## src/shared/sapm_cfg.svh

```systemverilog
`ifndef SAPM_CFG_SVH
`define SAPM_CFG_SVH

// ------------------------------------------------------------
// Widths
// ------------------------------------------------------------
`define SAPM_POS_W 24
`define SAPM_DLY_W 17
`define SAPM_IRQ_W 3

// ------------------------------------------------------------
// Timing
// ------------------------------------------------------------
`define SAPM_CLK_NS 50
`define SAPM_MS_NS 1000000
`define SAPM_MS_CYCLES (`SAPM_MS_NS / `SAPM_CLK_NS)
`define SAPM_DLY_MAX_MS 17'h1D4C0
`define SAPM_DLY_RST_MS 17'h00014

// ------------------------------------------------------------
// Register byte offsets
// ------------------------------------------------------------
`define SAPM_OFF_CTRL 8'h00
`define SAPM_OFF_LOWER 8'h04
`define SAPM_OFF_UPPER 8'h08
`define SAPM_OFF_DELAY 8'h0C
`define SAPM_OFF_TOL 8'h10
`define SAPM_OFF_STATUS 8'h14
`define SAPM_OFF_IRQ_STAT 8'h18
`define SAPM_OFF_IRQ_MASK 8'h1C

// ------------------------------------------------------------
// Field positions
// ------------------------------------------------------------
`define SAPM_CTRL_PERM 0
`define SAPM_CTRL_INV 1
`define SAPM_CTRL_MON_ONLY 2
`define SAPM_ST_STATE_LO 0
`define SAPM_ST_ACK 2
`define SAPM_ST_STOP 3
`define SAPM_ST_LIMIT 4
`define SAPM_ST_MISMATCH 5
`define SAPM_ST_ACTIVE 6
`define SAPM_IRQ_LIMIT 0
`define SAPM_IRQ_MISMATCH 1
`define SAPM_IRQ_START 2

// ------------------------------------------------------------
// Reset values
// ------------------------------------------------------------
`define SAPM_CTRL_RST 3'h0
`define SAPM_POS_RST 24'h000000
`define SAPM_TOL_RST 24'h000010
`define SAPM_IRQ_RST 3'h0

`endif

```

## src/shared/sapm_pkg.sv

```systemverilog
package sapm_pkg;

  typedef enum logic [1:0]
  {
    SAPM_IDLE = 2'b00,
    SAPM_DELAY = 2'b01,
    SAPM_MON = 2'b10
  } sapm_state_t;

  typedef enum logic [3:0]
  {
    SAPM_R_CTRL = 4'b0000,
    SAPM_R_LOWER = 4'b0001,
    SAPM_R_UPPER = 4'b0010,
    SAPM_R_DELAY = 4'b0011,
    SAPM_R_TOL = 4'b0100,
    SAPM_R_STATUS = 4'b0101,
    SAPM_R_IRQ_STAT = 4'b0110,
    SAPM_R_IRQ_MASK = 4'b0111,
    SAPM_R_NONE = 4'b1111
  } sapm_reg_t;

  typedef logic signed [23:0] sapm_pos_t;

endpackage

```

## src/hdl/sapm_sync.sv

```systemverilog
`timescale 1ns/1ps
module sapm_sync #(
  parameter int W = 1,
  parameter logic [W-1:0] RST_VAL = '0
) (
  // Clock and reset
  input wire logic clk_sys,
  input wire logic srst,
  // Data
  input wire logic [W-1:0] d_in,
  output logic [W-1:0] d_out
);

  logic [W-1:0] meta_reg;
  logic [W-1:0] meta_next;
  logic [W-1:0] sync_reg;
  logic [W-1:0] sync_next;

  always_comb
  begin
    meta_next = d_in;
    sync_next = meta_reg;
  end

  always_ff @(posedge clk_sys)
  begin
    if (srst)
    begin
      meta_reg <= RST_VAL;
      sync_reg <= RST_VAL;
    end
    else
    begin
      meta_reg <= meta_next;
      sync_reg <= sync_next;
    end
  end

  assign d_out = sync_reg;

endmodule

```

## src/hdl/sapm_delay_timer.sv

```systemverilog
`timescale 1ns/1ps
`include "sapm_cfg.svh"
module sapm_delay_timer import sapm_pkg::*; #(
  parameter int MS_CYCLES = `SAPM_MS_CYCLES,
  parameter int DW = `SAPM_DLY_W
) (
  // Clock and reset
  input wire logic clk_sys,
  input wire logic srst,
  // Control
  input wire logic clear,
  input wire logic [DW-1:0] delay_ms,
  output logic done
);

  localparam int PW = $clog2(MS_CYCLES + 1);

  logic [PW-1:0] pre_reg;
  logic [PW-1:0] pre_next;
  logic [DW-1:0] ms_reg;
  logic [DW-1:0] ms_next;

  // Zero delay is done at once
  assign done = (ms_reg >= delay_ms);

  always_comb
  begin
    pre_next = pre_reg;
    ms_next = ms_reg;
    if (clear)
    begin
      pre_next = '0;
      ms_next = '0;
    end
    else if (!done)
    begin
      if (pre_reg == PW'(MS_CYCLES - 1))
      begin
        pre_next = '0;
        ms_next = ms_reg + DW'(1);
      end
      else
      begin
        pre_next = pre_reg + PW'(1);
      end
    end
  end

  always_ff @(posedge clk_sys)
  begin
    if (srst)
    begin
      pre_reg <= '0;
      ms_reg <= '0;
    end
    else
    begin
      pre_reg <= pre_next;
      ms_reg <= ms_next;
    end
  end

endmodule

```

## src/hdl/sapm_top.sv

```systemverilog
`timescale 1ns/1ps
`include "sapm_cfg.svh"
module sapm_top import sapm_pkg::*; #(
  parameter int MS_CYCLES = `SAPM_MS_CYCLES
) (
  // Clock and reset
  input wire logic clk_sys,
  input wire logic srst,
  // APB slave
  input wire logic psel,
  input wire logic penable,
  input wire logic pwrite,
  input wire logic [7:0] paddr,
  input wire logic [31:0] pwdata,
  output logic [31:0] prdata,
  output logic pready,
  output logic pslverr,
  // Safe input pin
  input wire logic activation_in_n,
  // Encoder positions, same clock
  input wire logic [`SAPM_POS_W-1:0] motor_pos,
  input wire logic [`SAPM_POS_W-1:0] external_encoder_port,
  // Safe outputs
  output logic range_ack_out,
  output logic brake_ramp_stop,
  output logic irq
);

  // ------------------------------------------------------------
  // Address decode
  // ------------------------------------------------------------
  function automatic sapm_reg_t sapm_dec(input logic [7:0] a);
    sapm_reg_t r;
    r = SAPM_R_NONE;
    case (a)
      `SAPM_OFF_CTRL: r = SAPM_R_CTRL;
      `SAPM_OFF_LOWER: r = SAPM_R_LOWER;
      `SAPM_OFF_UPPER: r = SAPM_R_UPPER;
      `SAPM_OFF_DELAY: r = SAPM_R_DELAY;
      `SAPM_OFF_TOL: r = SAPM_R_TOL;
      `SAPM_OFF_STATUS: r = SAPM_R_STATUS;
      `SAPM_OFF_IRQ_STAT: r = SAPM_R_IRQ_STAT;
      `SAPM_OFF_IRQ_MASK: r = SAPM_R_IRQ_MASK;
      default: r = SAPM_R_NONE;
    endcase
    return r;
  endfunction

  // ------------------------------------------------------------
  // Declarations
  // ------------------------------------------------------------
  logic [2:0] ctrl_reg;
  logic [2:0] ctrl_next;
  sapm_pos_t lower_reg;
  sapm_pos_t lower_next;
  sapm_pos_t upper_reg;
  sapm_pos_t upper_next;
  logic [`SAPM_DLY_W-1:0] delay_reg;
  logic [`SAPM_DLY_W-1:0] delay_next;
  logic [`SAPM_POS_W-1:0] tol_reg;
  logic [`SAPM_POS_W-1:0] tol_next;
  logic [`SAPM_IRQ_W-1:0] mask_reg;
  logic [`SAPM_IRQ_W-1:0] mask_next;
  logic [31:0] prdata_reg;
  logic [31:0] prdata_next;
  logic pready_reg;
  logic pready_next;
  logic pslverr_reg;
  logic pslverr_next;
  logic [31:0] rd_data;
  logic rd_clr;

  sapm_state_t state_reg;
  sapm_state_t state_next;
  logic ack_reg;
  logic ack_next;
  logic stop_reg;
  logic stop_next;
  logic lim_reg;
  logic lim_next;
  logic mis_reg;
  logic mis_next;
  logic [`SAPM_IRQ_W-1:0] stat_reg;
  logic [`SAPM_IRQ_W-1:0] stat_next;
  logic [`SAPM_IRQ_W-1:0] evt;
  logic irq_reg;
  logic irq_next;

  logic act_n_sync;
  logic active;
  logic in_band;
  logic permitted;
  logic mismatch;
  logic fault;
  logic mon;
  logic dly_done;
  logic signed [`SAPM_POS_W:0] diff;
  logic [`SAPM_POS_W:0] abs_diff;
  logic [`SAPM_DLY_W-1:0] wr_delay;

  // ------------------------------------------------------------
  // Pin synchroniser
  // ------------------------------------------------------------
  // Idles deactivated so reset never looks like a request
  sapm_sync #(
    .W(1),
    .RST_VAL(1'b1)
  ) u_act_sync (
    .clk_sys(clk_sys),
    .srst(srst),
    .d_in(activation_in_n),
    .d_out(act_n_sync)
  );

  // ------------------------------------------------------------
  // Start delay timer
  // ------------------------------------------------------------
  // Cleared outside delay
  sapm_delay_timer #(
    .MS_CYCLES(MS_CYCLES),
    .DW(`SAPM_DLY_W)
  ) u_delay (
    .clk_sys(clk_sys),
    .srst(srst),
    .clear(state_reg != SAPM_DELAY),
    .delay_ms(delay_reg),
    .done(dly_done)
  );

  // ------------------------------------------------------------
  // Position evaluation
  // ------------------------------------------------------------
  // Active low activation
  assign active = ctrl_reg[`SAPM_CTRL_PERM] | ~act_n_sync;
  assign in_band = ($signed(motor_pos) >= lower_reg) && ($signed(motor_pos) <= upper_reg);
  assign permitted = ctrl_reg[`SAPM_CTRL_INV] ? ~in_band : in_band;
  assign diff = $signed({motor_pos[`SAPM_POS_W-1], motor_pos})
              - $signed({external_encoder_port[`SAPM_POS_W-1], external_encoder_port});
  assign abs_diff = diff[`SAPM_POS_W] ? (`SAPM_POS_W+1)'(-diff) : (`SAPM_POS_W+1)'(diff);
  assign mismatch = abs_diff > {1'b0, tol_reg};
  assign fault = ~permitted | mismatch;
  assign mon = (state_reg == SAPM_MON) && active;

  // ------------------------------------------------------------
  // Register file and APB
  // ------------------------------------------------------------
  always_comb
  begin
    rd_data = 32'h00000000;
    case (sapm_dec(paddr))
      SAPM_R_CTRL: rd_data[2:0] = ctrl_reg;
      SAPM_R_LOWER: rd_data = {{8{lower_reg[23]}}, lower_reg};
      SAPM_R_UPPER: rd_data = {{8{upper_reg[23]}}, upper_reg};
      SAPM_R_DELAY: rd_data[`SAPM_DLY_W-1:0] = delay_reg;
      SAPM_R_TOL: rd_data[`SAPM_POS_W-1:0] = tol_reg;
      SAPM_R_STATUS:
      begin
        rd_data[`SAPM_ST_STATE_LO+1:`SAPM_ST_STATE_LO] = state_reg;
        rd_data[`SAPM_ST_ACK] = ack_reg;
        rd_data[`SAPM_ST_STOP] = stop_reg;
        rd_data[`SAPM_ST_LIMIT] = lim_reg;
        rd_data[`SAPM_ST_MISMATCH] = mis_reg;
        rd_data[`SAPM_ST_ACTIVE] = active;
      end
      SAPM_R_IRQ_STAT: rd_data[`SAPM_IRQ_W-1:0] = stat_reg;
      SAPM_R_IRQ_MASK: rd_data[`SAPM_IRQ_W-1:0] = mask_reg;
      default: rd_data = 32'h00000000;
    endcase
  end

  assign wr_delay = (pwdata > 32'(`SAPM_DLY_MAX_MS)) ? `SAPM_DLY_MAX_MS
                  : pwdata[`SAPM_DLY_W-1:0];

  always_comb
  begin
    ctrl_next = ctrl_reg;
    lower_next = lower_reg;
    upper_next = upper_reg;
    delay_next = delay_reg;
    tol_next = tol_reg;
    mask_next = mask_reg;
    prdata_next = prdata_reg;
    pready_next = 1'b0;
    pslverr_next = 1'b0;
    rd_clr = 1'b0;
    // Setup phase: answer one cycle later
    if (psel && !penable && !pready_reg)
    begin
      pready_next = 1'b1;
      prdata_next = rd_data;
      pslverr_next = (sapm_dec(paddr) == SAPM_R_NONE);
    end
    // Access phase completes here
    if (psel && penable && pready_reg)
    begin
      if (pwrite)
      begin
        case (sapm_dec(paddr))
          SAPM_R_CTRL: ctrl_next = pwdata[2:0];
          SAPM_R_LOWER: lower_next = pwdata[`SAPM_POS_W-1:0];
          SAPM_R_UPPER: upper_next = pwdata[`SAPM_POS_W-1:0];
          SAPM_R_DELAY: delay_next = wr_delay;
          SAPM_R_TOL: tol_next = pwdata[`SAPM_POS_W-1:0];
          SAPM_R_IRQ_MASK: mask_next = pwdata[`SAPM_IRQ_W-1:0];
          default: ctrl_next = ctrl_reg;
        endcase
      end
      else
      begin
        rd_clr = (sapm_dec(paddr) == SAPM_R_IRQ_STAT);
      end
    end
  end

  always_ff @(posedge clk_sys)
  begin
    if (srst)
    begin
      ctrl_reg <= `SAPM_CTRL_RST;
      lower_reg <= `SAPM_POS_RST;
      upper_reg <= `SAPM_POS_RST;
      delay_reg <= `SAPM_DLY_RST_MS;
      tol_reg <= `SAPM_TOL_RST;
      mask_reg <= `SAPM_IRQ_RST;
      prdata_reg <= 32'h00000000;
      pready_reg <= 1'b0;
      pslverr_reg <= 1'b0;
    end
    else
    begin
      ctrl_reg <= ctrl_next;
      lower_reg <= lower_next;
      upper_reg <= upper_next;
      delay_reg <= delay_next;
      tol_reg <= tol_next;
      mask_reg <= mask_next;
      prdata_reg <= prdata_next;
      pready_reg <= pready_next;
      pslverr_reg <= pslverr_next;
    end
  end

  // ------------------------------------------------------------
  // Supervision state machine and safe outputs
  // ------------------------------------------------------------
  always_comb
  begin
    state_next = state_reg;
    case (state_reg)
      SAPM_IDLE:
      begin
        if (active)
        begin
          state_next = ctrl_reg[`SAPM_CTRL_PERM] ? SAPM_MON : SAPM_DELAY;
        end
      end
      SAPM_DELAY:
      begin
        if (!active)
        begin
          state_next = SAPM_IDLE;
        end
        // Expiry or permanent mode starts checks
        else if (dly_done || ctrl_reg[`SAPM_CTRL_PERM])
        begin
          state_next = SAPM_MON;
        end
      end
      SAPM_MON:
      begin
        if (!active)
        begin
          state_next = SAPM_IDLE;
        end
      end
      default: state_next = SAPM_IDLE;
    endcase
    lim_next = mon & ~permitted;
    mis_next = mon & mismatch;
    // Ack only when monitoring and clean
    ack_next = mon & ~fault;
    stop_next = stop_reg | (mon & fault & ~ctrl_reg[`SAPM_CTRL_MON_ONLY]);
  end

  always_ff @(posedge clk_sys)
  begin
    if (srst)
    begin
      state_reg <= SAPM_IDLE;
      ack_reg <= 1'b0;
      stop_reg <= 1'b0;
      lim_reg <= 1'b0;
      mis_reg <= 1'b0;
    end
    else
    begin
      state_reg <= state_next;
      ack_reg <= ack_next;
      stop_reg <= stop_next;
      lim_reg <= lim_next;
      mis_reg <= mis_next;
    end
  end

  // ------------------------------------------------------------
  // Interrupt status
  // ------------------------------------------------------------
  assign evt[`SAPM_IRQ_LIMIT] = lim_next & ~lim_reg;
  assign evt[`SAPM_IRQ_MISMATCH] = mis_next & ~mis_reg;
  assign evt[`SAPM_IRQ_START] = (state_next == SAPM_MON) && (state_reg != SAPM_MON);

  // Set beats read-clear so no event is lost
  genvar gi;
  generate
    for (gi = 0; gi < `SAPM_IRQ_W; gi++)
    begin : g_stat
      always_comb
      begin
        stat_next[gi] = (stat_reg[gi] & ~(rd_clr & prdata_reg[gi])) | evt[gi];
      end
    end
  endgenerate

  always_comb
  begin
    irq_next = |(stat_next & mask_next);
  end

  always_ff @(posedge clk_sys)
  begin
    if (srst)
    begin
      stat_reg <= `SAPM_IRQ_RST;
      irq_reg <= 1'b0;
    end
    else
    begin
      stat_reg <= stat_next;
      irq_reg <= irq_next;
    end
  end

  // ------------------------------------------------------------
  // Outputs
  // ------------------------------------------------------------
  assign prdata = prdata_reg;
  assign pready = pready_reg;
  assign pslverr = pslverr_reg;
  assign range_ack_out = ack_reg;
  assign brake_ramp_stop = stop_reg;
  assign irq = irq_reg;

endmodule

```

## config.mk

```make
export PLATFORM = sky130hd
export DESIGN_NAME = sapm_top
export DESIGN_NICKNAME = d
export VERILOG_FILES = /design/src/shared/sapm_pkg.sv /design/src/hdl/sapm_sync.sv /design/src/hdl/sapm_delay_timer.sv /design/src/hdl/sapm_top.sv
export VERILOG_INCLUDE_DIRS = /design/src /design/src/shared
export SDC_FILE = /design/constraint.sdc
export NUM_CORES = 1
export LEC_CHECK = 0
export ABC_AREA = 1
export ABC_CLOCK_PERIOD_IN_PS = 7500
export BUFFER_PORTS_ARGS = -buffer_cell sky130_fd_sc_hd__buf_4
export CAP_MARGIN = 20
export CORE_MARGIN = 3
export CORE_UTILIZATION = 37
export CTS_BUF_LIST = sky130_fd_sc_hd__clkbuf_16
export CTS_CLUSTER_DIAMETER = 100
export DETAILED_ROUTE_END_ITERATION = 10
export PLACE_DENSITY = 0.54
export SYNTH_ARGS = -nofsm -noshare
export SYNTH_HDL_FRONTEND = slang
export SYNTH_HIERARCHICAL = 1
export SYNTH_SLANG_ARGS = --single-unit
```

## constraint.sdc

```tcl
create_clock -name clk_sys -period 7.5 [get_ports clk_sys]
set_input_delay 0 -clock clk_sys [delete_from_list [all_inputs] [get_ports clk_sys]]
set_output_delay 0 -clock clk_sys [all_outputs]
set_load 0.03 [all_outputs]
```

==> qor.yml <==
tns_ns: 0
antenna_found_initial: 0
p_switching_w: 0.0007447
start_util_pct: 38.06
syn_inst: 1902
drt_wl_total_um: 39880
hold_class: "in -> reg"
worstHoldPathCells: 2
cp_top_family: "simple AND/OR/NAND/NOR gates"
relSlewSlack_pct: 35.80
cap_violations: 0
gp_congestion: 0.8824
postPlaceCellArea_um2: 13480
comb_power_share_pct: 23.5
post_cts_resized: 0
drc: 0
reg2reg_from: "pready"
cp-end-kind: "flip-flop"
critPathMaxFanout: 17
cpMaxStageDelayCell: "fa_1"
layout.cells.non_filler: 2476
drt-initial-drc-count: 980
cts_made_buffers: 17
pwr-share-seq_pct: 37.9
clock_latency_ns: 0.45
grt_usage_pct: 22.44
leakagePower_nw: 6.458
cts.path.max_buffers: 2
die_w_um: 187.6
drive_gt1_share_pct: 11.61
largest_reg_flops: 25
grt_overflow: 0
p_clk_share_pct: 38.7
worstPathArrival_ns: 3.88
placed_cells: 2416
ant_nets: 0
ioPinCount: 131
numClockSinks: 166
outcome: "finished, final reports clean"
cp_num_buf_inv: 5
grt_pass1_wl_um: 63000
utilization_pct: 44.85
die_area_um2: 35180
period_share_pct: 47.18
fin_crit_ns: 3.538
skew_ns: 0.01811
max_freq_mhz: 282.6
ys_types: 50
detailed_place_hpwl_um: 31760
power_density_nw_per_um2: 162.9
finalInstanceArea_um2: 14370
crit_type: "in -> reg"
coreArea_um2: 32040
setup_viol: 0
ys_seq_area_share_pct: 27.25
portBuffers: 130
rr_worst_depth: 10
yosys_register_bits: 166
synthesis.area_um2: 12200
synth_largest_area_cell: "dfxtp_1"
cpPeakStageDelay_ns: 0.41
synth_nets: 2113
antennaDiodeCount: 0
r2r-end: "tol_reg[21]"
core.rowCount: 65
dieHeight_um: 187.6
holdPathEnd: "mis_reg"
switching_share_pct: 31.81
hp-start: "srst"
syn_area_per_cell_um2: 6.412
cts_tree: "built"
yosys_warnings: 6
cts_setup_buffers: 0
hold_viol: 0
synth.top_cell.area_share_pct: 27.25
avgViaCountPerCell: 5.012
rrSetupSlack_ns: 4.80
cts_hold_buf: 27
cp_common_cell: "nand2_1"
cts-root-buf: "clkbuf_16"
p_int_w: 0.001597
rsz0062_at_grt: "false"
cp-start-kind: "input pin"
dr_total_vias: 12410
htree_levels: 4
dr.pass1.iters: 5
irDropWorstVdd_v: 0.0001577
grt_max_degree: 70
required_ns: 7.84
finish.net_count: 2239
tightest_slew_ns: 0.9542
ys_top_cells_by_area: "dfxtp_1 27%, nand2_1 14%, ha_1 12%"
grt_pass1_vias: 11270
area.growth.synth_to_final_pct: 17.83
final-max-slew-violation-count: 0
avgRoutedWirePerCell_um: 16.11
path_clk_slew_ns: 0.07
-- worst max-delay path by stage --
| stage | start | end | slack, ns | cells after the start |
|---|---|---|---|---|
| 6_report | motor_pos[0] | irq | 3.96 | 35 |
| 5_1_grt | motor_pos[0] | irq | 3.44 | 39 |
| 4_1_cts | motor_pos[0] | irq | 3.99 | 39 |
| 3_5_place_dp | motor_pos[0] | irq | 3.52 | 39 |
| 3_3_place_gp | motor_pos[0] | irq | 3.61 | 39 |
| 2_1_floorplan | motor_pos[0] | irq | 4.13 | 35 |
-- power groups by stage --
| stage | clock (W) | combinational [W] | sequential (W) |
|---|---|---|---|
| 5_1_grt | 0.000958 | 0.000631 | 0.000886 |
| 3_3_place_gp | 0 | 0.000529 | 0.000907 |
| 2_1_floorplan | 0 | 0.000370 | 0.000910 |
| 6_report | 0.000906 | 0.000549 | 0.000886 |
| 4_1_cts | 0.000922 | 0.000548 | 0.000886 |
| 3_5_place_dp | 0 | 0.000535 | 0.000907 |
-- placed cells by master (no fill, tap or decap), types with 4 or more instances in the layout --
| cell type | count |
|---|---|
| a21oi_1 | 200 |
| nand2_2 | 23 |
| clkinv_1 | 4 |
| nor2_4 | 5 |
| o221ai_1 | 4 |
| nor2_2 | 12 |
| o21ai_0 | 124 |
| o21a_1 | 4 |
| o31ai_1 | 5 |
| nand3b_1 | 11 |
| dfxtp_1 | 166 |
| ha_1 | 116 |
| clkbuf_16 | 17 |
| nand2_1 | 449 |
| dlygate4sd3_1 | 27 |
| nor4_1 | 4 |
| o21bai_1 | 5 |
| o22ai_1 | 19 |
| nand4_1 | 34 |
| xnor2_1 | 10 |
| a211oi_1 | 6 |
| xor2_1 | 18 |
| nor2_1 | 166 |
| o211ai_1 | 5 |
| inv_1 | 308 |
| inv_6 | 5 |
| inv_2 | 14 |
| nand3_1 | 75 |
| buf_4 | 137 |
| nor3_1 | 26 |
-- cell families after synthesis --
logic type | Yosys count | share of synthesized area (%)
xor+xnor | 28 | 2.011
simple gates | 820 | 29.08
fa+ha+maj | 117 | 12.07
flops | 166 | 27.25
buf+inv | 383 | 12.39
compound gates | 388 | 17.21
-- area by class of cell --
class / count / area (um2)
fillers: 3443 / 17670
multi-input cells: 1353 / 7366
flip-flops and latches: 166 / 3323
repair buffers: 165 / 1326
inverters: 325 / 1220
well taps: 435 / 544.3
clock buffers: 17 / 425.4
clock inverters: 15 / 165.2
-- cell usage after synthesis, drive strengths merged --
library cell	count
nand2	473
inv	321
a21oi	202
nor2	183
dfxtp	166
o21ai	126
ha	116
nand3	79
clkbuf	43
nand4	35
nor3	29
o22ai	19
xor2	18
buf	15
nand3b	11
xnor2	10
a211oi	6
o31ai	6
o211ai	5
o21bai	5
clkinv	4
nor4	4
o21a	4
o221ai	4
a221oi	3
a41oi	3
a21o	2
and2	2
o2111ai	2
a31oi	1
and3	1
fa	1
nor3b	1
or2	1
or4	1
-- worst register-to-register path: cells and delay by family, from the launching register on --
kind                   cells  cell delay [ns]
and+or+nand+nor            4             0.97
AOI/OAI and AO/OA          2             0.24
buffers and inverters      4             1.02
DFF                        1             0.37
-- routing by layer --
| layer | vias up | part of all wire, % | track usage, % |
|---|---|---|---|
| met5 | - | 0 | 0 |
| met4 | 0 | 1.0 | 3.983 |
| met3 | 31 | 6.4 | 3.982 |
| met2 | 336 | 41 | 33.28 |
| met1 | 5650 | 51 | 34.13 |
| li1 | 6393 | - | - |
-- through the flow --
| step | total power (W) | setup WS (ns) | hold slack (ns) |
|---|---|---|---|
| after floorplan | 0.001280 | 4.127 | 0.08482 |
| after detailed placement | 0.001442 | 3.519 | 0.1807 |
| after global placement | 0.001436 | 3.612 | 0.1814 |
| after CTS | 0.002357 | 3.989 | 0.02230 |
| final | 0.002341 | 3.962 | 0.03204 |
| after global routing | 0.002476 | 3.444 | 0.04281 |
(Power assumes the default switching activity.)
